<file path="config.mk">
export PLATFORM = sky130hd
export DESIGN_NAME = pmcc_top
export DESIGN_NICKNAME = d
export VERILOG_FILES = /design/src/pmcc_pkg.sv /design/src/pmcc_top.sv /design/src/pmcc_clk_div.sv
export SDC_FILE = /design/constraint.sdc
export NUM_CORES = 1
export LEC_CHECK = 0
export BUFFER_PORTS_ARGS = -buffer_cell sky130_fd_sc_hd__buf_4
export CELL_PAD_IN_SITES_DETAIL_PLACEMENT = 1
export CELL_PAD_IN_SITES_GLOBAL_PLACEMENT = 2
export CORE_MARGIN = 1.5
export CORE_UTILIZATION = 27
export DETAILED_ROUTE_END_ITERATION = 10
export PLACE_DENSITY_LB_ADDON = 0.1
export SYNTH_ARGS = -nofsm -noshare
export SYNTH_HDL_FRONTEND = slang
export SYNTH_SLANG_ARGS = --single-unit
</file>
<file path="constraint.sdc">
create_clock -name pclk -period 2.16 [get_ports pclk]
set_input_delay 0.108 -clock pclk [delete_from_list [all_inputs] [get_ports pclk]]
set_output_delay 0.108 -clock pclk [all_outputs]
set_load 0.02 [all_outputs]
</file>
<file path="src/pmcc_pkg.sv">
// Constants, types and decode helpers for the power mode and clock control block
package pmcc_pkg;

  // ----------------------------------------------------------------
  // Register map
  // ----------------------------------------------------------------
  localparam int unsigned ADDR_W = 12;
  localparam logic [11:0] CTRL_OFFSET = 12'h020;
  localparam logic [11:0] STATUS_OFFSET = 12'h024;
  localparam logic [7:0] CTRL_RESET = 8'h00;

  // ----------------------------------------------------------------
  // Timing
  // ----------------------------------------------------------------
  localparam int unsigned STAB_CYCLES = 4096;
  localparam int unsigned STAB_W = 13;
  localparam int unsigned HALF_W = 5;
  // Half periods of the system clock in oscillator cycles
  localparam logic [4:0] HALF_NORMAL = 5'h01;
  localparam logic [4:0] HALF_DIV4 = 5'h02;
  localparam logic [4:0] HALF_DIV8 = 5'h04;
  localparam logic [4:0] HALF_DIV16 = 5'h08;
  localparam logic [4:0] HALF_DIV32 = 5'h10;

  // ----------------------------------------------------------------
  // External interrupt sensitivity codes
  // ----------------------------------------------------------------
  localparam logic [1:0] SENSE_FALL_LOW = 2'h0;
  localparam logic [1:0] SENSE_RISE = 2'h1;
  localparam logic [1:0] SENSE_FALL = 2'h2;
  localparam logic [1:0] SENSE_BOTH = 2'h3;

  // ----------------------------------------------------------------
  // Types
  // ----------------------------------------------------------------
  typedef struct packed {
    logic [1:0] upper_group_irq_sense;
    logic clock_out_enable;
    logic [1:0] lower_group_irq_sense;
    logic [1:0] slow_divider_select;
    logic slow_clock_select;
  } pmcc_ctrl_t;

  typedef struct packed {
    logic slow;
    logic [1:0] psm;
  } pmcc_div_sel_t;

  typedef enum logic [1:0] {ST_RUN, ST_WAIT, ST_HALT, ST_STAB} pmcc_state_t;

  // ----------------------------------------------------------------
  // Decode helpers
  // ----------------------------------------------------------------
  function automatic logic [4:0] pmcc_half_period(input pmcc_div_sel_t s);
    logic [4:0] h;
    h = HALF_NORMAL;
    if (s.slow) begin
      case (s.psm)
        2'h0: h = HALF_DIV4;
        2'h1: h = HALF_DIV16;
        2'h2: h = HALF_DIV8;
        default: h = HALF_DIV32;
      endcase
    end
    return h;
  endfunction

  function automatic logic pmcc_edge_hit(input logic [1:0] sense, input logic rise, input logic fall);
    logic hit;
    hit = 1'b0;
    case (sense)
      SENSE_RISE: hit = rise;
      SENSE_BOTH: hit = rise | fall;
      default: hit = fall;
    endcase
    return hit;
  endfunction

endpackage

</file>
<file path="src/pmcc_top.sv">
// Power mode sequencing, clock control and external interrupt sensing
`timescale 1ns/10ps
//
// Contract
// - Wait, halt and slow clock modes exist
// - Divided clock feeds CPU and all peripherals
// - Bit 0 selects slow; normal is divide-by-two
// - Prescaler codes give divide by 4,16,8,32
// - Wait stops CPU, clears interrupt mask
// - Wait ends on interrupt, then service it
// - Halt stops oscillator and all peripherals
// - Halt with watchdog on gives watchdog reset
// - Halt entry clears the interrupt mask
// - Wake-up holds CPU 4096 CPU clocks
// - Then service waking interrupt or reset vector
// - Peripheral clock on after reset, off after interrupt
// - Bits 7:6 set groups 2,3 sensitivity
// - Bits 4:3 set groups 0,1 sensitivity
// - Bit 5 drives CPU clock onto pin
// - Control register at 0x20, read/write, resets 0
// - Halt wakes only on external or designated sources
// - Edge requests latch, clear on the group's acknowledge input
module pmcc_top import pmcc_pkg::*; #(
  parameter int unsigned STAB_COUNT = STAB_CYCLES
) (
  input wire logic pclk,
  input wire logic presetn,
  input wire logic psel,
  input wire logic penable,
  input wire logic pwrite,
  input wire logic [ADDR_W-1:0] paddr,
  input wire logic [31:0] pwdata,
  output logic [31:0] prdata,
  output logic pready,
  output logic pslverr,
  input wire logic wait_for_irq_instr,
  input wire logic halt_instr,
  input wire logic watchdog_enabled,
  input wire logic periph_irq,
  input wire logic halt_wake_src,
  input wire logic [3:0] ext_irq_group,
  input wire logic [3:0] ext_irq_ack,
  input wire logic gpio_out,
  input wire logic gpio_oe,
  output logic clock_out_pin_o,
  output logic clock_out_pin_oe,
  output logic sys_clk,
  output logic sys_clk_tick,
  output logic cpu_run,
  output logic periph_clk_on,
  output logic osc_enable,
  output logic clear_imask,
  output logic wdg_reset_req,
  output logic service_irq,
  output logic fetch_reset,
  output logic [3:0] ext_irq_req
);

  // ----------------------------------------------------------------
  // Register bus
  // ----------------------------------------------------------------
  pmcc_ctrl_t ctrl_r;
  logic [31:0] prdata_r;
  logic hit_ctrl;
  logic hit_status;
  logic wr_ctrl;
  logic [7:0] status_word;
  pmcc_state_t state_r;
  pmcc_state_t state_nxt;
  logic wake_by_reset_r;
  logic periph_on_r;

  assign hit_ctrl = (paddr == CTRL_OFFSET);
  assign hit_status = (paddr == STATUS_OFFSET);
  assign wr_ctrl = psel && penable && pwrite && hit_ctrl;

  always_ff @(posedge pclk or negedge presetn) begin
    if (!presetn) begin
      ctrl_r <= CTRL_RESET;
    end else if (wr_ctrl) begin
      ctrl_r <= pwdata[7:0];
    end
  end

  assign status_word = {1'b0, (state_r == ST_RUN), wake_by_reset_r, periph_on_r, ext_irq_req};

  // Read data is captured in the setup cycle so the access cycle drives a flop
  always_ff @(posedge pclk or negedge presetn) begin
    if (!presetn) begin
      prdata_r <= 32'h00000000;
    end else if (psel && !penable) begin
      if (hit_ctrl) begin
        prdata_r <= {24'h000000, ctrl_r};
      end else if (hit_status) begin
        prdata_r <= {24'h000000, status_word};
      end else begin
        prdata_r <= 32'h00000000;
      end
    end
  end

  assign prdata = prdata_r;
  assign pready = 1'b1;
  assign pslverr = psel && penable && !(hit_ctrl || hit_status);

  // ----------------------------------------------------------------
  // System clock divider
  // ----------------------------------------------------------------
  pmcc_div_sel_t div_sel;
  logic div_clk;
  logic div_tick;

  assign div_sel.slow = ctrl_r.slow_clock_select;
  assign div_sel.psm = ctrl_r.slow_divider_select;

  pmcc_clk_div u_div (
    .pclk(pclk),
    .presetn(presetn),
    .run(osc_enable),
    .sel(div_sel),
    .div_clk(div_clk),
    .rise_tick(div_tick)
  );

  // One clock for CPU and peripherals; slow mode slows both alike
  assign sys_clk = div_clk;
  assign sys_clk_tick = div_tick;

  // ----------------------------------------------------------------
  // Clock output pin
  // ----------------------------------------------------------------
  logic pin_o_r;
  logic pin_oe_r;

  // Pin copy lags the system clock by one oscillator cycle
  always_ff @(posedge pclk or negedge presetn) begin
    if (!presetn) begin
      pin_o_r <= 1'b0;
      pin_oe_r <= 1'b0;
    end else if (ctrl_r.clock_out_enable) begin
      pin_o_r <= div_clk;
      pin_oe_r <= 1'b1;
    end else begin
      pin_o_r <= gpio_out;
      pin_oe_r <= gpio_oe;
    end
  end

  assign clock_out_pin_o = pin_o_r;
  assign clock_out_pin_oe = pin_oe_r;

  // ----------------------------------------------------------------
  // External interrupt sensing
  // ----------------------------------------------------------------
  logic [3:0] sync1_r;
  logic [3:0] sync2_r;
  logic [3:0] prev_r;
  logic [3:0] latch_r;
  logic [3:0] level_req;
  logic [1:0] group_sense [4];

  assign group_sense[0] = ctrl_r.lower_group_irq_sense;
  assign group_sense[1] = ctrl_r.lower_group_irq_sense;
  assign group_sense[2] = ctrl_r.upper_group_irq_sense;
  assign group_sense[3] = ctrl_r.upper_group_irq_sense;

  // Idle level is high, so synchronisers start high to avoid a false fall
  always_ff @(posedge pclk or negedge presetn) begin
    if (!presetn) begin
      sync1_r <= 4'hf;
      sync2_r <= 4'hf;
      prev_r <= 4'hf;
    end else begin
      sync1_r <= ext_irq_group;
      sync2_r <= sync1_r;
      prev_r <= sync2_r;
    end
  end

  genvar g;
  generate
    for (g = 0; g < 4; g++) begin : g_grp
      logic rise;
      logic fall;
      logic hit;
      assign rise = sync2_r[g] && !prev_r[g];
      assign fall = !sync2_r[g] && prev_r[g];
      assign hit = pmcc_edge_hit(group_sense[g], rise, fall);
      // A new edge in the acknowledge cycle wins over the clear
      always_ff @(posedge pclk or negedge presetn) begin
        if (!presetn) begin
          latch_r[g] <= 1'b0;
        end else if (hit) begin
          latch_r[g] <= 1'b1;
        end else if (ext_irq_ack[g]) begin
          latch_r[g] <= 1'b0;
        end
      end
      assign level_req[g] = (group_sense[g] == SENSE_FALL_LOW) && !sync2_r[g];
    end
  endgenerate

  assign ext_irq_req = latch_r | level_req;

  // ----------------------------------------------------------------
  // Power mode sequencer
  // ----------------------------------------------------------------
  logic [STAB_W-1:0] stab_cnt_r;
  logic stab_done;
  logic wake_halt;
  logic wake_wait;
  logic halt_go;
  logic halt_refused;
  logic wait_go;
  logic clear_imask_r;
  logic wdg_r;
  logic service_r;
  logic fetch_r;

  assign wake_halt = (|ext_irq_req) || halt_wake_src;
  assign wake_wait = (|ext_irq_req) || periph_irq;
  assign halt_go = (state_r == ST_RUN) && halt_instr && !watchdog_enabled;
  assign halt_refused = (state_r == ST_RUN) && halt_instr && watchdog_enabled;
  assign wait_go = (state_r == ST_RUN) && !halt_instr && wait_for_irq_instr;
  assign stab_done = (state_r == ST_STAB) && div_tick && (stab_cnt_r == STAB_W'(STAB_COUNT - 1));

  always_comb begin
    state_nxt = state_r;
    case (state_r)
      ST_RUN: begin
        if (halt_go) begin
          state_nxt = ST_HALT;
        end else if (wait_go) begin
          state_nxt = ST_WAIT;
        end
      end
      ST_WAIT: begin
        if (wake_wait) begin
          state_nxt = ST_RUN;
        end
      end
      ST_HALT: begin
        if (wake_halt) begin
          state_nxt = ST_STAB;
        end
      end
      ST_STAB: begin
        if (stab_done) begin
          state_nxt = ST_RUN;
        end
      end
      default: state_nxt = ST_RUN;
    endcase
  end

  // Reset counts as a wake-up: the oscillator is given its start-up time first
  always_ff @(posedge pclk or negedge presetn) begin
    if (!presetn) begin
      state_r <= ST_STAB;
    end else begin
      state_r <= state_nxt;
    end
  end

  always_ff @(posedge pclk or negedge presetn) begin
    if (!presetn) begin
      stab_cnt_r <= '0;
    end else if (state_r != ST_STAB) begin
      stab_cnt_r <= '0;
    end else if (div_tick) begin
      stab_cnt_r <= stab_cnt_r + 13'h0001;
    end
  end

  always_ff @(posedge pclk or negedge presetn) begin
    if (!presetn) begin
      wake_by_reset_r <= 1'b1;
    end else if (state_r == ST_HALT && wake_halt) begin
      wake_by_reset_r <= 1'b0;
    end
  end

  // An interrupt wake leaves peripherals unclocked; only a reset restores them
  always_ff @(posedge pclk or negedge presetn) begin
    if (!presetn) begin
      periph_on_r <= 1'b1;
    end else if (halt_go) begin
      periph_on_r <= 1'b0;
    end
  end

  always_ff @(posedge pclk or negedge presetn) begin
    if (!presetn) begin
      clear_imask_r <= 1'b0;
      wdg_r <= 1'b0;
      service_r <= 1'b0;
      fetch_r <= 1'b0;
    end else begin
      clear_imask_r <= halt_go || wait_go;
      wdg_r <= halt_refused;
      service_r <= (state_r == ST_WAIT && wake_wait) || (stab_done && !wake_by_reset_r);
      fetch_r <= stab_done && wake_by_reset_r;
    end
  end

  assign cpu_run = (state_r == ST_RUN);
  assign osc_enable = (state_r != ST_HALT);
  assign periph_clk_on = periph_on_r && (state_r != ST_HALT);
  assign clear_imask = clear_imask_r;
  assign wdg_reset_req = wdg_r;
  assign service_irq = service_r;
  assign fetch_reset = fetch_r;
endmodule

</file>
<file path="src/pmcc_clk_div.sv">
// Glitch-free system clock divider
`timescale 1ns/10ps
module pmcc_clk_div import pmcc_pkg::*; (
  input wire logic pclk,
  input wire logic presetn,
  input wire logic run,
  input pmcc_div_sel_t sel,
  output logic div_clk,
  output logic rise_tick
);

  // ----------------------------------------------------------------
  // Counter and output phase
  // ----------------------------------------------------------------
  logic [HALF_W-1:0] half_r;
  logic [HALF_W-1:0] cnt_r;
  logic div_clk_r;
  logic tick_r;
  logic last;

  assign last = (cnt_r == (half_r - 5'h01));

  // Frozen while the oscillator is off, so no edge leaks during halt
  always_ff @(posedge pclk or negedge presetn) begin
    if (!presetn) begin
      cnt_r <= '0;
    end else if (run) begin
      cnt_r <= last ? '0 : cnt_r + 5'h01;
    end
  end

  always_ff @(posedge pclk or negedge presetn) begin
    if (!presetn) begin
      div_clk_r <= 1'b0;
      tick_r <= 1'b0;
    end else begin
      tick_r <= run && last && !div_clk_r;
      if (run && last) begin
        div_clk_r <= ~div_clk_r;
      end
    end
  end

  // New ratio only at the end of a low phase: both halves of the next period use it
  always_ff @(posedge pclk or negedge presetn) begin
    if (!presetn) begin
      half_r <= HALF_NORMAL;
    end else if (run && last && !div_clk_r) begin
      half_r <= pmcc_half_period(sel);
    end
  end

  assign div_clk = div_clk_r;
  assign rise_tick = tick_r;
endmodule

</file>
==> run_results.csv <==
group,metric,value,unit
outcome,status,"finished clean",
synth,synthFlopType,"dfrtp_1",
power,peakVddDrop,0.000314,V
floorplanning,fp.dieH,114,um
final_layout,nets,476,
final_layout,drive_gt1_frac,0.291,
synth,synth.top_cell.area_share,0.378,
critical_path,crit_chain,"inv_2, ha_4, xor2_2, o211a_1, o211ai_2, or3_4, mux2_1",
timing,rsz0062_at_grt,"true",
routing,route.detailed.drc,0,
clock_network,clock-sinks,67,
global_routing,grtUsageMet1,0.159,
power,power_frac_comb,0.217,
final_layout,final_cells,553,
final_layout,syn2layout_area_growth,32.5,%
clock_network,numCtsBuffers,9,
synth,ys_ff_latch,67,
final_layout,diodes,0,
timing,finalHoldViolCount,0,
critical_path,ff2ff_setup_slack,0.07,ns
timing,tightest_slew,0.881,ns
power,powerDensity,852,mW/mm^2
routing,avgRoutedWirePerCell,14.0,um
routing,wirelength,7760,um
synth,synth_area_leaders,"dfrtp_1, dfstp_2, buf_4, ha_1, mux2_1",
global_routing,grt_use_met3,0.0356,
placed_design,place_area,0.00390,mm^2
clock_network,cts_root_buf,"clkbuf_16",
routing,vias_per_cell,4.42,
routing,vias,2447,
global_routing,antenna_found_initial,0,
floorplanning,core-area,0.0120,mm^2
power,seq_power_share,0.412,
critical_path,crit_type,"reg -> reg",
power,swShare,0.286,
min_path,min_path_cells,2,
synth,synth_cells,311,
final_layout,finish.instance_area,0.00439,mm^2
floorplanning,rows,40,
global_routing,grt_use_met2,0.220,
synth,yosys_warnings,0,
routing,ant_nets,0,
critical_path,path_buf_inv,1,
critical_path,slowest_delay,0.53,ns
timing,min_period,2.09,ns
clock_network,clockBufferDepth,2,
synth,synth_edf_count,0,
critical_path,required,2.37,ns
critical_path,cp_max_fo,5,
placed_design,post-dp-hpwl,5650,um
min_path,hp-class,"in -> reg",
clock_network,cts.reportedPaths.clkPinSlew,0.05,ns
final_layout,fin_util,0.367,
clock_network,tritoncts,"yes",
routing,dr.pass1.iters,3,
clock_network,clk_latency,0.33,ns
synth,ys_seq_area_frac,0.513,
timing,fmax,478,MHz
synth,yosysUniqueCellTypes,51,
critical_path,reg2reg_depth,7,
routing,drt_first_iter_violations,32,
critical_path,crit_path_end_kind,"flip-flop",
timing,slew_headroom,0.413,
power,leakage,2.14,nW
global_routing,grt_first_pass_wirelength,13000,um
synth,syn_area,0.00331,mm^2
floorplanning,io_pins,113,
timing,skew,0.00544,ns
timing,setup_viol,0,
critical_path,crit_cells,7,
clock_network,htree_levels,3,
global_routing,grt_pass1_vias,2597,
floorplanning,dieArea,0.0129,mm^2
critical_path,cp_data_arrival_time,2.30,ns
global_routing,grt_busiest_layer,"met2",
critical_path,crit_path_start_kind,"flip-flop",
timing,finalCritPeriodShare,0.969,
power,p_clk_frac,0.371,
global_routing,grt-ovfl-total,0,
power,p_int,2.67,mW
global_routing,grt_use_total,0.132,
floorplanning,die_width,114,um
placed_design,placedCellCount,518,
synth,yosysTopAreaCell,"dfrtp_1",
timing,hold_slack,0.00846,ns
placed_design,place_congestion,0.696,
synth,async_flop_share,1.00,
critical_path,path_delay_family,"flip-flops",
critical_path,slowest_stage,"dfstp_2",
global_routing,grt_max_degree,68,
power,power.switching,1.07,mW
synth,avgSynthCellArea,10.6,um^2
floorplanning,start_util,0.277,
placed_design,io_buffers,63,
power,total_power,3.74,mW
job,cap_violations,0,
timing,maxSlewViolCount,0,
==> metrics by stage <==
step                      worst slack [ns]  TNS [ns]
after floorplan                     0.0221         0
after CTS                           0.0199         0
after detailed placement            0.0275         0
final                               0.0663         0
after global routing               -0.0235   -0.0545
after global placement              0.0473         0
==> state kept, by name (all words and copies together) (netlist names), 2 cells and up <==
register,flops
prev_r,4
ctrl_r,8
prdata,8
u_div.cnt_r,5
sync1_r,4
latch_r,4
sync2_r,4
state_r,2
stab_cnt_r,13
u_div.half_r,5
==> cell usage after synthesis (all sizes together), types with 7 or more instances <==
cell,instances
a21oi,8
a221o,7
buf,29
dfrtp,50
dfstp,17
ha,11
inv,23
mux2,12
mux2i,7
nand2,14
nand3,7
nor2,27
nor3,9
o21ai,17
xor2,10
==> final timing paths <==
kind | endpoint | from
max | u_div.half_r[3]$_DFFE_PN0P_ | u_div.half_r[0]$_DFFE_PN1P_
min | ctrl_r[6]$_DFFE_PN0P_ | pwdata[6]
max reg2reg | u_div.half_r[3]$_DFFE_PN0P_ | u_div.half_r[0]$_DFFE_PN1P_
min reg2reg | sync2_r[2]$_DFF_PN1_ | sync1_r[2]$_DFF_PN1_
max in group asynchronous | latch_r[0]$_DFFE_PN0P_ | presetn
min in group asynchronous | ctrl_r[0]$_DFFE_PN0P_ | presetn
==> power groups by stage <==
stage | clock network (mW) | logic, mW | registers (mW)
final | 1.39 | 0.811 | 1.54
after global routing | 1.51 | 0.915 | 1.56
after floorplan | 0 | 0.558 | 1.52
after detailed placement | 0 | 0.760 | 1.56
after global placement | 0 | 0.751 | 1.56
after CTS | 1.46 | 0.789 | 1.54
==> worst register-to-register path, stage by stage (launching register included) <==
cell and delay, ns:
dfstp_2 0.53, inv_2 0.05, ha_4 0.24, xor2_2 0.15, o211a_1 0.17, o211ai_2 0.09
or3_4 0.43, mux2_1 0.32
==> repair_timing <==
action | CTS | global route
buffers inserted | 0 | 1
hold buffers | 18 | 0
resized for setup | 0 | 2
endpoints found under the hold margin | 67 | 0
setup endpoints to repair | 0 | 5
==> placed cells by master (no fill, tap or decap), types with 4 or more instances in the layout <==
cell,count
or3_1,5
and3_1,5
nand3_1,6
o21ai_0,13
nand4_1,4
dfrtp_1,50
mux2_1,11
nor2_1,27
nor3_1,8
conb_1,25
clkbuf_16,9
nand2_1,14
dfstp_2,17
mux2i_1,7
nor2b_1,5
inv_1,20
xor2_1,9
ha_1,10
buf_4,73
xnor2_1,5
dlygate4sd3_1,18
a21oi_1,8
a221o_1,7
nand2b_1,5
==> per-layer routing <==
metal	routed length, um	vias up	share of wire
met2	3870	40	0.50
met1	3510	1210	0.45
li1	-	1186	-
met3	230	11	0.030
met4	148	0	0.019
met5	0	-	0
==> area by class of cell <==
type / instances / area [um^2]
well taps: 147 / 184
fillers: 1359 / 7580
multi-input cells: 209 / 1400
inverters: 23 / 86.3
clock buffers: 15 / 278
flip-flops and latches: 67 / 1700
repair buffers: 91 / 728
clock inverters: 1 / 7.51
==> cells by family after synthesis <==
logic type / after synthesis / synth area share
flops: 67 / 0.513
simple gates: 95 / 0.152
mux: 19 / 0.0620
other cells: 2 / 0.00227
xor+xnor: 15 / 0.0397
buf+inv: 58 / 0.0964
compound gates: 44 / 0.0934
fa+ha+maj: 11 / 0.0416
Note: power is estimated with default switching activity, not from simulation.
